$ cat src/rtl/wdtio_defs.svh
// constants for the port-mapped watchdog: offsets, fields, reset values, timing
`ifndef WDTIO_DEFS_SVH
`define WDTIO_DEFS_SVH

`define WDTIO_BASE_ADDR     16'h0600
`define WDTIO_OFS_ENABLE    16'h0047
`define WDTIO_OFS_UNIT      16'h0065
`define WDTIO_OFS_COUNT     16'h0066
`define WDTIO_OFS_STATUS    16'h0068

`define WDTIO_ENABLE_KEY    8'h0C
`define WDTIO_UNIT_SEC_BIT  7
`define WDTIO_STATUS_BIT    0

`define WDTIO_RST_ENABLE    8'h00
`define WDTIO_RST_UNIT      1'b0
`define WDTIO_RST_COUNT     8'h00
`define WDTIO_RST_STATUS    1'b0

`define WDTIO_CLK_MHZ       200
`define WDTIO_UNIT_MS       1000
`define WDTIO_SEC_CYCLES    (`WDTIO_UNIT_MS * 1000 * `WDTIO_CLK_MHZ)
`define WDTIO_SEC_PER_MIN   60

`endif

$ cat src/rtl/wdtio_pkg.sv
// types shared by the watchdog modules
package wdtio_pkg;

  typedef logic [7:0]  wdtio_byte_t;
  typedef logic [15:0] wdtio_addr_t;

  typedef enum logic [1:0] {
    WDTIO_OFF   = 2'b00,
    WDTIO_RUN   = 2'b01,
    WDTIO_FIRED = 2'b10
  } wdtio_state_t;

endpackage : wdtio_pkg

$ cat src/rtl/wdtio_timebase.sv
// second and minute tick generator for the watchdog countdown
`timescale 1ns/1ps
`default_nettype none
`include "wdtio_defs.svh"

module wdtio_timebase #(
  parameter int P_SEC_CYCLES = `WDTIO_SEC_CYCLES
) (
  // clock and reset
  input  wire logic i_clk_sys,
  input  wire logic i_reset,
  // control
  input  wire logic i_restart,
  // ticks
  output logic      o_sec_tick,
  output logic      o_min_tick
);
  import wdtio_pkg::*;

  logic [27:0] div_r;
  logic [5:0]  sec_r;
  logic        sec_end;
  logic        min_end;

  assign sec_end    = (div_r == 28'(P_SEC_CYCLES - 1));
  assign min_end    = (sec_r == 6'(`WDTIO_SEC_PER_MIN - 1));
  assign o_sec_tick = sec_end;
  assign o_min_tick = sec_end && min_end;

  // restart aligns a full unit to the moment of the refresh
  always_ff @(posedge i_clk_sys) begin
    if (i_reset || i_restart || sec_end) begin
      div_r <= 28'h0000000;
    end else begin
      div_r <= div_r + 28'h0000001;
    end
  end

  always_ff @(posedge i_clk_sys) begin
    if (i_reset || i_restart) begin
      sec_r <= 6'h00;
    end else if (sec_end) begin
      sec_r <= min_end ? 6'h00 : sec_r + 6'h01;
    end
  end

  a_sec_period : assert property (@(posedge i_clk_sys) disable iff (i_reset)
    o_sec_tick |=> !o_sec_tick)
    else $error("second tick lasted more than one cycle");
  a_min_on_sec : assert property (@(posedge i_clk_sys) disable iff (i_reset)
    o_min_tick |-> o_sec_tick && sec_r == 6'h3B)
    else $error("minute tick not on the sixtieth second");

endmodule : wdtio_timebase
`default_nettype wire

$ cat src/rtl/wdtio_top.sv
// port-mapped watchdog timer: byte i/o register block and countdown
`timescale 1ns/1ps
`default_nettype none
`include "wdtio_defs.svh"

module wdtio_top #(
  parameter int P_SEC_CYCLES = `WDTIO_SEC_CYCLES
) (
  // clock and reset
  input  wire logic                 i_clk_sys,
  input  wire logic                 i_reset,
  // host byte i/o port
  input  wire wdtio_pkg::wdtio_addr_t i_io_addr,
  input  wire logic                 i_io_wr,
  input  wire logic                 i_io_rd,
  input  wire wdtio_pkg::wdtio_byte_t i_io_wdata,
  output wdtio_pkg::wdtio_byte_t    o_io_rdata,
  // watchdog result
  output logic                      o_wdt_expired
);
  import wdtio_pkg::*;

  wdtio_state_t state_r;
  wdtio_state_t state_nxt;
  wdtio_byte_t  enable_r;
  logic         unit_sec_r;
  wdtio_byte_t  timeout_r;
  wdtio_byte_t  cnt_r;
  logic         status_r;
  wdtio_byte_t  rdata_r;
  logic         sec_tick;
  logic         min_tick;
  logic         unit_tick;
  logic         armed;
  logic         fire;
  logic         hit_en;
  logic         hit_unit;
  logic         hit_cnt;
  logic         hit_stat;
  logic         wr_en;
  logic         wr_unit;
  logic         wr_cnt;
  logic         wr_stat;

  // address decode, full 16-bit match so aliases never hit
  assign hit_en   = (i_io_addr == (`WDTIO_BASE_ADDR + `WDTIO_OFS_ENABLE));
  assign hit_unit = (i_io_addr == (`WDTIO_BASE_ADDR + `WDTIO_OFS_UNIT));
  assign hit_cnt  = (i_io_addr == (`WDTIO_BASE_ADDR + `WDTIO_OFS_COUNT));
  assign hit_stat = (i_io_addr == (`WDTIO_BASE_ADDR + `WDTIO_OFS_STATUS));
  assign wr_en    = i_io_wr && hit_en;
  assign wr_unit  = i_io_wr && hit_unit;
  assign wr_cnt   = i_io_wr && hit_cnt;
  assign wr_stat  = i_io_wr && hit_stat;

  wdtio_timebase #(
    .P_SEC_CYCLES (P_SEC_CYCLES)
  ) u_timebase (
    .i_clk_sys  (i_clk_sys),
    .i_reset    (i_reset),
    .i_restart  (wr_cnt || wr_unit),
    .o_sec_tick (sec_tick),
    .o_min_tick (min_tick)
  );

  assign unit_tick = unit_sec_r ? sec_tick : min_tick;
  assign armed     = (enable_r == `WDTIO_ENABLE_KEY);
  // a refresh in the same cycle as the last tick wins, so no expiry
  assign fire = armed && (state_r == WDTIO_RUN) && unit_tick
                && (cnt_r == 8'h01) && !wr_cnt;

  always_ff @(posedge i_clk_sys) begin
    if (i_reset) begin
      enable_r <= `WDTIO_RST_ENABLE;
    end else if (wr_en) begin
      enable_r <= i_io_wdata;
    end
  end

  always_ff @(posedge i_clk_sys) begin
    if (i_reset) begin
      unit_sec_r <= `WDTIO_RST_UNIT;
    end else if (wr_unit) begin
      unit_sec_r <= i_io_wdata[`WDTIO_UNIT_SEC_BIT];
    end
  end

  always_ff @(posedge i_clk_sys) begin
    if (i_reset) begin
      timeout_r <= `WDTIO_RST_COUNT;
    end else if (wr_cnt) begin
      timeout_r <= i_io_wdata;
    end
  end

  // remaining count; a write to the count register is the refresh
  always_ff @(posedge i_clk_sys) begin
    if (i_reset) begin
      cnt_r <= `WDTIO_RST_COUNT;
    end else if (wr_cnt) begin
      cnt_r <= i_io_wdata;
    end else if (armed && state_r == WDTIO_RUN && unit_tick && cnt_r != 8'h00) begin
      cnt_r <= cnt_r - 8'h01;
    end
  end

  always_comb begin
    state_nxt = state_r;
    if (!armed) begin
      state_nxt = WDTIO_OFF;
    end else if (wr_cnt) begin
      state_nxt = (i_io_wdata == 8'h00) ? WDTIO_OFF : WDTIO_RUN;
    end else begin
      unique case (state_r)
        WDTIO_OFF:   state_nxt = WDTIO_OFF;
        WDTIO_RUN:   state_nxt = fire ? WDTIO_FIRED : WDTIO_RUN;
        WDTIO_FIRED: state_nxt = WDTIO_FIRED;
        default:     state_nxt = WDTIO_OFF;
      endcase
    end
  end

  always_ff @(posedge i_clk_sys) begin
    if (i_reset) begin
      state_r <= WDTIO_OFF;
    end else begin
      state_r <= state_nxt;
    end
  end

  // sticky flag, writing 1 clears it; a new expiry beats the clear
  always_ff @(posedge i_clk_sys) begin
    if (i_reset) begin
      status_r <= `WDTIO_RST_STATUS;
    end else if (fire) begin
      status_r <= 1'b1;
    end else if (wr_stat && i_io_wdata[`WDTIO_STATUS_BIT]) begin
      status_r <= 1'b0;
    end
  end

  // read data lands one cycle after the strobe; unmapped reads give zero
  always_ff @(posedge i_clk_sys) begin
    if (i_reset) begin
      rdata_r <= 8'h00;
    end else if (i_io_rd) begin
      if (hit_en) begin
        rdata_r <= enable_r;
      end else if (hit_unit) begin
        rdata_r <= {unit_sec_r, 7'h00};
      end else if (hit_cnt) begin
        rdata_r <= timeout_r;
      end else if (hit_stat) begin
        rdata_r <= {7'h00, status_r};
      end else begin
        rdata_r <= 8'h00;
      end
    end
  end

  assign o_io_rdata    = rdata_r;
  assign o_wdt_expired = status_r;

  a_zero_disables : assert property (@(posedge i_clk_sys) disable iff (i_reset)
    wr_cnt && i_io_wdata == 8'h00 |=> state_r == WDTIO_OFF ##1 !fire)
    else $error("zero count did not disable the watchdog");
  a_refresh_reload : assert property (@(posedge i_clk_sys) disable iff (i_reset)
    wr_cnt |=> cnt_r == $past(i_io_wdata) && timeout_r == cnt_r)
    else $error("refresh did not reload the countdown");
  a_count_step : assert property (@(posedge i_clk_sys) disable iff (i_reset)
    state_r == WDTIO_RUN && armed && unit_tick && cnt_r > 8'h01 && !wr_cnt
    |=> cnt_r == $past(cnt_r) - 8'h01 && state_r == WDTIO_RUN)
    else $error("countdown did not step by one unit");
  a_count_holds : assert property (@(posedge i_clk_sys) disable iff (i_reset)
    !unit_tick && !wr_cnt |=> $stable(cnt_r))
    else $error("count moved without a unit tick");
  a_expiry_flag : assert property (@(posedge i_clk_sys) disable iff (i_reset)
    fire |=> status_r && o_wdt_expired && cnt_r == 8'h00 && state_r == WDTIO_FIRED)
    else $error("expiry did not set flag and output");
  a_flag_sticky : assert property (@(posedge i_clk_sys) disable iff (i_reset)
    status_r && !(wr_stat && i_io_wdata[`WDTIO_STATUS_BIT]) |=> status_r)
    else $error("status flag dropped without a clear");
  a_unit_select : assert property (@(posedge i_clk_sys) disable iff (i_reset)
    wr_unit ##1 !wr_unit ##1 (!wr_unit && i_io_rd && hit_unit)
    |=> o_io_rdata == ($past(i_io_wdata, 3) & 8'h80))
    else $error("unit bit readback wrong");
  a_enable_gate : assert property (@(posedge i_clk_sys) disable iff (i_reset)
    !armed |=> state_r == WDTIO_OFF)
    else $error("watchdog ran without the enable key");

  // readback and hold checks: reserved bits stay zero, the flag matches the output, count freezes while disarmed, expiry holds
  a_reserved_zero : assert property (@(posedge i_clk_sys) disable iff (i_reset)
    i_io_rd && hit_unit |=> o_io_rdata[6:0] == 7'h00)
    else $error("reserved unit bits read nonzero");
  a_status_read : assert property (@(posedge i_clk_sys) disable iff (i_reset)
    i_io_rd && hit_stat |=> o_io_rdata == {7'h00, $past(o_wdt_expired)})
    else $error("status readback differs from expiry output");
  a_disarmed_frozen : assert property (@(posedge i_clk_sys) disable iff (i_reset)
    !armed && !wr_cnt |=> $stable(cnt_r) && !$rose(o_wdt_expired))
    else $error("count moved while the enable key was absent");
  a_fired_holds : assert property (@(posedge i_clk_sys) disable iff (i_reset)
    state_r == WDTIO_FIRED && armed && !wr_cnt |=> state_r == WDTIO_FIRED && cnt_r == 8'h00)
    else $error("expired watchdog left its stopped state");

  c_expiry   : cover property (@(posedge i_clk_sys) disable iff (i_reset) fire);
  c_refresh  : cover property (@(posedge i_clk_sys) disable iff (i_reset)
    state_r == WDTIO_RUN && wr_cnt && i_io_wdata != 8'h00);
  c_disable  : cover property (@(posedge i_clk_sys) disable iff (i_reset)
    state_r == WDTIO_RUN && wr_cnt && i_io_wdata == 8'h00);
  c_min_step : cover property (@(posedge i_clk_sys) disable iff (i_reset)
    state_r == WDTIO_RUN && !unit_sec_r && min_tick);
  c_refresh_race : cover property (@(posedge i_clk_sys) disable iff (i_reset)
    state_r == WDTIO_RUN && wr_cnt && unit_tick && cnt_r == 8'h01);

endmodule : wdtio_top
`default_nettype wire

$ cat config.mk
export PLATFORM = sky130hd
export DESIGN_NAME = wdtio_top
export DESIGN_NICKNAME = d
export VERILOG_FILES = /design/src/rtl/wdtio_pkg.sv /design/src/rtl/wdtio_timebase.sv /design/src/rtl/wdtio_top.sv
export VERILOG_INCLUDE_DIRS = /design/src /design/src/rtl
export SDC_FILE = /design/constraint.sdc
export NUM_CORES = 1
export LEC_CHECK = 0
export BUFFER_PORTS_ARGS = -buffer_cell sky130_fd_sc_hd__buf_2
export CAP_MARGIN = 40
export CORE_UTILIZATION = 39
export DETAILED_ROUTE_END_ITERATION = 10
export GPL_TIMING_DRIVEN = 0
export PLACE_DENSITY_LB_ADDON = 0.08
export SLEW_MARGIN = 20
export SYNTH_ARGS = -nofsm -noshare
export SYNTH_HDL_FRONTEND = slang
export SYNTH_HIERARCHICAL = 1
export SYNTH_SLANG_ARGS = --single-unit
$ cat constraint.sdc
create_clock -name i_clk_sys -period 3.2 [get_ports i_clk_sys]
set_input_delay 0 -clock i_clk_sys [delete_from_list [all_inputs] [get_ports i_clk_sys]]
set_output_delay 0 -clock i_clk_sys [all_outputs]
set_load 0.01 [all_outputs]
==> metrics.txt, run 1 <==
Async S/R FF share, synth 0%; DRT iter0 DRCs 75; most frequent cells in the layout dfxtp_1, nor2_1, buf_2, nand2_1, a21oi_1; number of global-route vias before repair between 3000 and 4000; Detailed Place HPWL 6.18 mm; Internal approximately 1300 uW; Synthesized Nets approximately 440; Cells after Synth 408; CP endpoint kind register; pre-CTS WS around 0.48 ns; most common cell after layout, fill and taps aside dfxtp_1; worst skew pair latency ~0.35 ns; total vias in the final route just over 3000; LEAKAGE 0.00148 uW; row count 34; Sw Share about a quarter; failing checks DRC; port buffer count 35; Filler Cells Inserted between 800 and 900; Placer Congestion roughly 0.79; Initial Utilization about 41%; Diodes inserted 0; critical path class register to register; Synth Register Bits 70; Max Slew Vio Count 0; Flop pwr share approximately half; Clock Path Buffers 2; Critical Path RT ~3.5 ns; CP cell instances ha_1 > and4_1 > nand4_4 > buf_6 > nor2_1 > and3_1 > mux2_2 > nand4_1 > nor4_1 > xnor2_1 > a211oi_2; sequential fraction of the synthesis area roughly 39%; Logic pwr share under 10%; nets ~500; setup TNS 0 ns; post-cts resize count 0; H-tree Lvls 3; Setup Viol. Count Final 0; RSZ-0062 raised after global routing false; hold_buf cts 9; startpoint types register; VDD IR-drop max between 0.0002 and 0.00025 V; reg2reg setup slack between 0.4 and 0.5 ns; TritonCTS Buffers 9; TritonCTS clock tree yes; average wire per standard cell roughly 15 um; Clk pin slew, worst setup/hold paths roughly 0.080 ns; status complete, but fails checks; layout cell share with drive strength beyond 1 approximately 18%; Clk pwr share between 40 and 50%; CTS root buf clkbuf_8; max_cap viols 0; multi-input logic area approximately 2000 sq um; Net Sw Power 406 uW; Min-Delay Path Class input pin to register; Rel. slew slack just over 50%; pwr dens 407 nW/um^2; clock skew a little over 0.009 ns; Die Y a little under 100 um; post-synthesis cell type count 54; initial antenna violation count 0; CP Max Fanout 10; Syn Std Cell Area ~3600 sq um; FF+latch area 1400 sq um; placed cells ~550; GR Util All Layers 19.2%; Avg Cell Area, Syn approximately 8.8 sq um; Final Non-Filler Cells 576; DR pass1 iterations 7; Fin. Hold Viols 0; num ports 37; Die ar. ~9600 sq um; DRC 2; Worst Path Arrival between 2 and 3 ns; largest net degree at the start of global routing 13; post-route ant nets 0; FMAX between 300 and 400 MHz; Final Cycle Share between 80 and 90%; core area a little under 9000 sq um; crit-path max cell delay about 0.43 ns; Die Wd 98.0 um; minimum clock period 2.72 ns; top_reg_cell synth dfxtp_1; DRT Wirelength slightly below 9 mm; via/cell ratio 5.37; worst slew pin tran between 0.7 and 0.8 ns; CP max stage cell nor4_1; Post-synth EDFFs 0; Final WS setup between 0.4 and 0.5 ns; setup bufs post-CTS 0; Layout area overhead 16.7%; clk sinks 70; global-route wire length before repair about 15 mm; global route overflow 0; yosys warns 6
-- cell families (layout without fill, tap and decap cells) --
logic type / Yosys count / in the layout / share of synthesized area [%]
AND/OR/NAND/NOR: 188 / 188 / 30.4
multiplexers: 11 / 11 / 3.10
XOR/XNOR: 20 / 20 / 4.87
flip-flops: 70 / 70 / 39.0
AO/OA/AOI/OAI: 83 / 83 / 15.7
adder cells (fa/ha/maj): 7 / 7 / 2.43
buffers and inverters: 29 / 89 / 4.56
-- worst max-delay path, delay by kind of cell, from the launching register on --
kind	cells	cell delay, ns
mux	1	0.18
flops	1	0.38
simple gates	6	1.39
fa+ha+maj	1	0.21
compound gates	1	0.21
xor+xnor	1	0.13
buf+inv	1	0.15
-- Yosys cell counts (7+ instances only) --
master	count	area share [%]
dfxtp_1	70	39
nor2_1	53	5.5
nand2_1	33	3.4
a21oi_1	31	4.3
nand3_1	21	2.9
xor2_1	14	3.4
o31ai_1	12	2.5
and4_1	11	2.7
nand4_1	11	1.9
mux2i_1	10	2.8
o21ai_0	10	1.4
or4_1	10	2.1
inv_1	9	0.94
and3_1	8	1.4
a211oi_1	7	1.5
a211oi_2	7	2.4
a22oi_1	7	1.5
ha_1	7	2.4
or3_1	7	1.2
-- through the flow --
stage / instance area [sq um] / hold slack [ns] / total power (uW) / util (%)
final: 4200 / 0.0326 / 1710 / 47.7
after global placement: 3910 / 0.277 / 984 / 44.4
after CTS: 4200 / 0.0155 / 1740 / 47.7
after floorplan: 3600 / 0.0894 / 942 / -
after detailed placement: 3910 / 0.281 / 985 / 44.4
after global routing: 4200 / 0.0400 / 1790 / 47.7
-- metal layers --
layer	track usage (%)	wire (um)	part of all wire [%]
met1	22.8	4110	47
met3	4.94	235	2.7
met5	0	0	0
met2	34.6	4320	50
met4	4.20	61	0.70
-- worst paths after layout --
path / depth (start not counted) / to / from
hold reg to reg: 2 / timeout_r[2] / timeout_r[2]
hold / removal: 4 / o_io_rdata[7] / i_io_addr[4]
setup reg to reg: 11 / cnt_r[5] / u_timebase/div_r[0]
setup / recovery: 11 / cnt_r[5] / u_timebase/div_r[0]
-- registers in the layout, indices dropped and copies added (netlist names) --
signal	cells
unit_sec_r	1
timeout_r	8
o_io_rdata	8
cnt_r	8
o_wdt_expired	1
u_timebase/sec_r	6
state_r	2
enable_r	8
u_timebase/div_r	28
-- power groups by stage --
stage               Clock (uW)  Combinational (uW)  Sequential (uW)
floorplan                    0                37.7              904
global placement             0                81.6              903
detailed placement           0                81.7              903
CTS                        764                90.5              882
global route               802                 100              884
finish                     736                90.0              882
-- cell type report --
type | instances | area share [%]
buffer | 19 | 3.01
clock buffer | 12 | 3.46
clock inverter | 4 | 1.31
inverter | 10 | 0.894
multi-input combinational | 309 | 48.4
sequential | 70 | 33.4
tap | 108 | 3.22
timing repair buffer | 44 | 6.32
No activity file was read; power rests on OpenSTA's default activity.
==> inputs of run 2 (changes only) <==
Clock period 3.2 ns to 2.3 ns, I/O delays scaled along.
==> metrics.txt, run 2 (same netlist as run 1, synthesis figures left out) <==
DRT Wirelength 8.92 mm (+2.2%); worst hold slack 0.0252 ns (-0.00734 ns); largest reg by FF count u_timebase/div_r; initial antenna violation count 0 (unchanged); total vias in the final route 3196 (+3.4%); CP Max Fanout 7 (-3); largest net degree at the start of global routing 13 (unchanged); Logic pwr share 5.9% (+0.6 points); Fin. Hold Viols 0 (unchanged); minimum clock period 2.33 ns (-0.386 ns); via/cell ratio 5.45 (+1.6%); DRT iter0 DRCs 136 (+81%); Clk pwr share 38.8% (-4.3 points); TritonCTS clock tree yes; Flop pwr share 55.3% (+3.6 points); LEAKAGE 0.00154 uW (+3.6%); Clock Path Buffers 2 (unchanged); global route overflow 0 (unchanged); Internal 1660 uW (+27%); Diodes inserted 0 (unchanged); pre-CTS WS -0.260 ns (-0.741 ns); clock skew 0.00514 ns (-0.00395 ns); VDD IR-drop max 0.000338 V (+56%); max_cap viols 0 (unchanged); Initial Utilization 40.8% (unchanged); WHS Path Cells 3 (-1); Layout area overhead 20.6%; most common cell after layout, fill and taps aside dfxtp_1; num ports 37 (unchanged); post-route ant nets 0 (unchanged); startpoint types register; failing checks DRC, setup timing; DRC 8 (+6); Die ar. 9610 sq um (unchanged); Clk pin slew, worst setup/hold paths 0.08 ns (about the same); Rel. slew slack 55.1% (+4.3 points); Die Y 98.0 um (unchanged); CP endpoint kind register; Min-Delay Path Class input pin to register; most frequent cells in the layout dfxtp_1, nor2_1, buf_2, nand2_1, a21oi_1; DR pass1 iterations 7 (unchanged); setup TNS -0.0335 ns (-0.0335 ns); average wire per standard cell 15.2 um (+0.48%); GR Util All Layers 19.4% (+0.16 points); clk sinks 70 (unchanged); nets 508 (+2.0%); max FFs per register 28 (unchanged); Final Cycle Share 101% (+16 points); reg2reg setup slack -0.03 ns (-0.51 ns); Critical Path RT 2.57 ns (-0.90 ns); Worst Reg-to-Reg Cells 11 (unchanged); hold wc startpoint i_io_rd; status complete, but fails checks; global-route wire length before repair 15.0 mm (+1.9%); FMAX 429 MHz (+17%); RSZ-0062 raised after global routing true; Placer Congestion 0.758 (-4.2%); Detailed Place HPWL 6.25 mm (+1.1%); Sw Share 25.3% (+1.5 points); Reg-to-Reg End state_r[0]; Max Slew Vio Count 0 (unchanged); layout cell share with drive strength beyond 1 22.8% (+5.3 points); H-tree Lvls 3 (unchanged); core area 8810 sq um (unchanged); number of global-route vias before repair 3098 (+1.9%); worst slew pin tran 0.671 ns (-0.0644 ns); fin util 49.3% (+1.6 points); CTS root buf clkbuf_8; Net Sw Power 562 uW (+38%); TritonCTS Buffers 9 (unchanged); Worst Hold End o_io_rdata[1]; port buffer count 35 (unchanged); Crit Reg-Reg Startpoint u_timebase/div_r[4]; worst skew pair latency 0.34 ns (about the same); Setup Viol. Count Final 1 (+1); pwr dens 512 nW/um^2 (+26%); Die Wd 98.0 um (unchanged); Final WS setup -0.0335 ns (-0.514 ns); Worst Path Arrival 2.60 ns (-0.39 ns); row count 34 (unchanged); critical path class register to register
-- run 2: cell types whose count changed in the layout (fill, tap and decap cells not counted), moves of 2 or more --
cell      before  now
buf_4          1   11
clkinv_2       0    5
dfxtp_1       70   67
nor2_1        53   50
nor2_2         0    3
and4_1        11    9
clkbuf_1       8    6
dfxtp_4        0    2
ha_1           7    5
-- run 2: per-layer routing --
layer	routed length, um	vias to the layer above	GRT usage [%]	share of wire (%)
met5	0	-	0	0
met2	4020	47	30.8	45
met4	89	0	5.59	1.0
li1	-	1627	-	-
met1	4500	1515	26.6	50
met3	309	7	3.72	3.5
-- run 2: what timing repair did --
item | in CTS | in global routing
buffers inserted | 5 | 6
setup endpoints to repair | 11 | 9
hold buffers | 9 | 0
pin swaps | 6 | 8
gates resized for setup | 15 | 7
endpoints found under the hold margin | 16 | 0
-- run 2: worst max-delay path, stage by stage, from the launching register on --
cell and delay (ns):
dfxtp_4 0.36, and4_1 0.21, buf_6 0.14, nand4_4 0.10, nor2_2 0.05, and3_1 0.13
mux2_4 0.28, nand4_1 0.14, buf_4 0.14, nor2_2 0.05, or4b_1 0.49, a211oi_2 0.18
-- run 2: how the worst max path moves through the flow --
stage                         startpoint         end  cells after the start
floorplan            u_timebase/div_r[0]  state_r[0]                     11
global placement     u_timebase/div_r[0]    cnt_r[5]                     11
detailed placement   u_timebase/div_r[0]    cnt_r[5]                     11
CTS                 u_timebase/div_r[18]    cnt_r[7]                     10
global route         u_timebase/div_r[4]  state_r[0]                     11
finish               u_timebase/div_r[4]  state_r[0]                     11
-- run 2: power by group through the flow --
stage | Combinational, uW | Sequential [uW] | Clock [uW]
5_1_grt | 146 | 1230 | 950
6_report | 131 | 1230 | 861
2_1_floorplan | 52.7 | 1260 | 0
3_3_place_gp | 115 | 1260 | 0
3_5_place_dp | 116 | 1260 | 0
4_1_cts | 132 | 1230 | 881
-- run 2: metrics by stage --
step	area, sq um	std cells	total power (uW)
final	4340	586	2220
after global placement	3910	551	1370
after detailed placement	3910	551	1370
after floorplan	3600	408	1310
after CTS	4260	580	2240
after global routing	4340	586	2330
-- run 2: final cells by class --
class	instances	area, sq um
buffer	18	115
clock buffer	9	124
clock inverter	7	41.3
fill	865	4470
inverter	10	37.5
multi-input combinational	309	2120
sequential	70	1410
tap	108	135
timing repair buffer	55	352
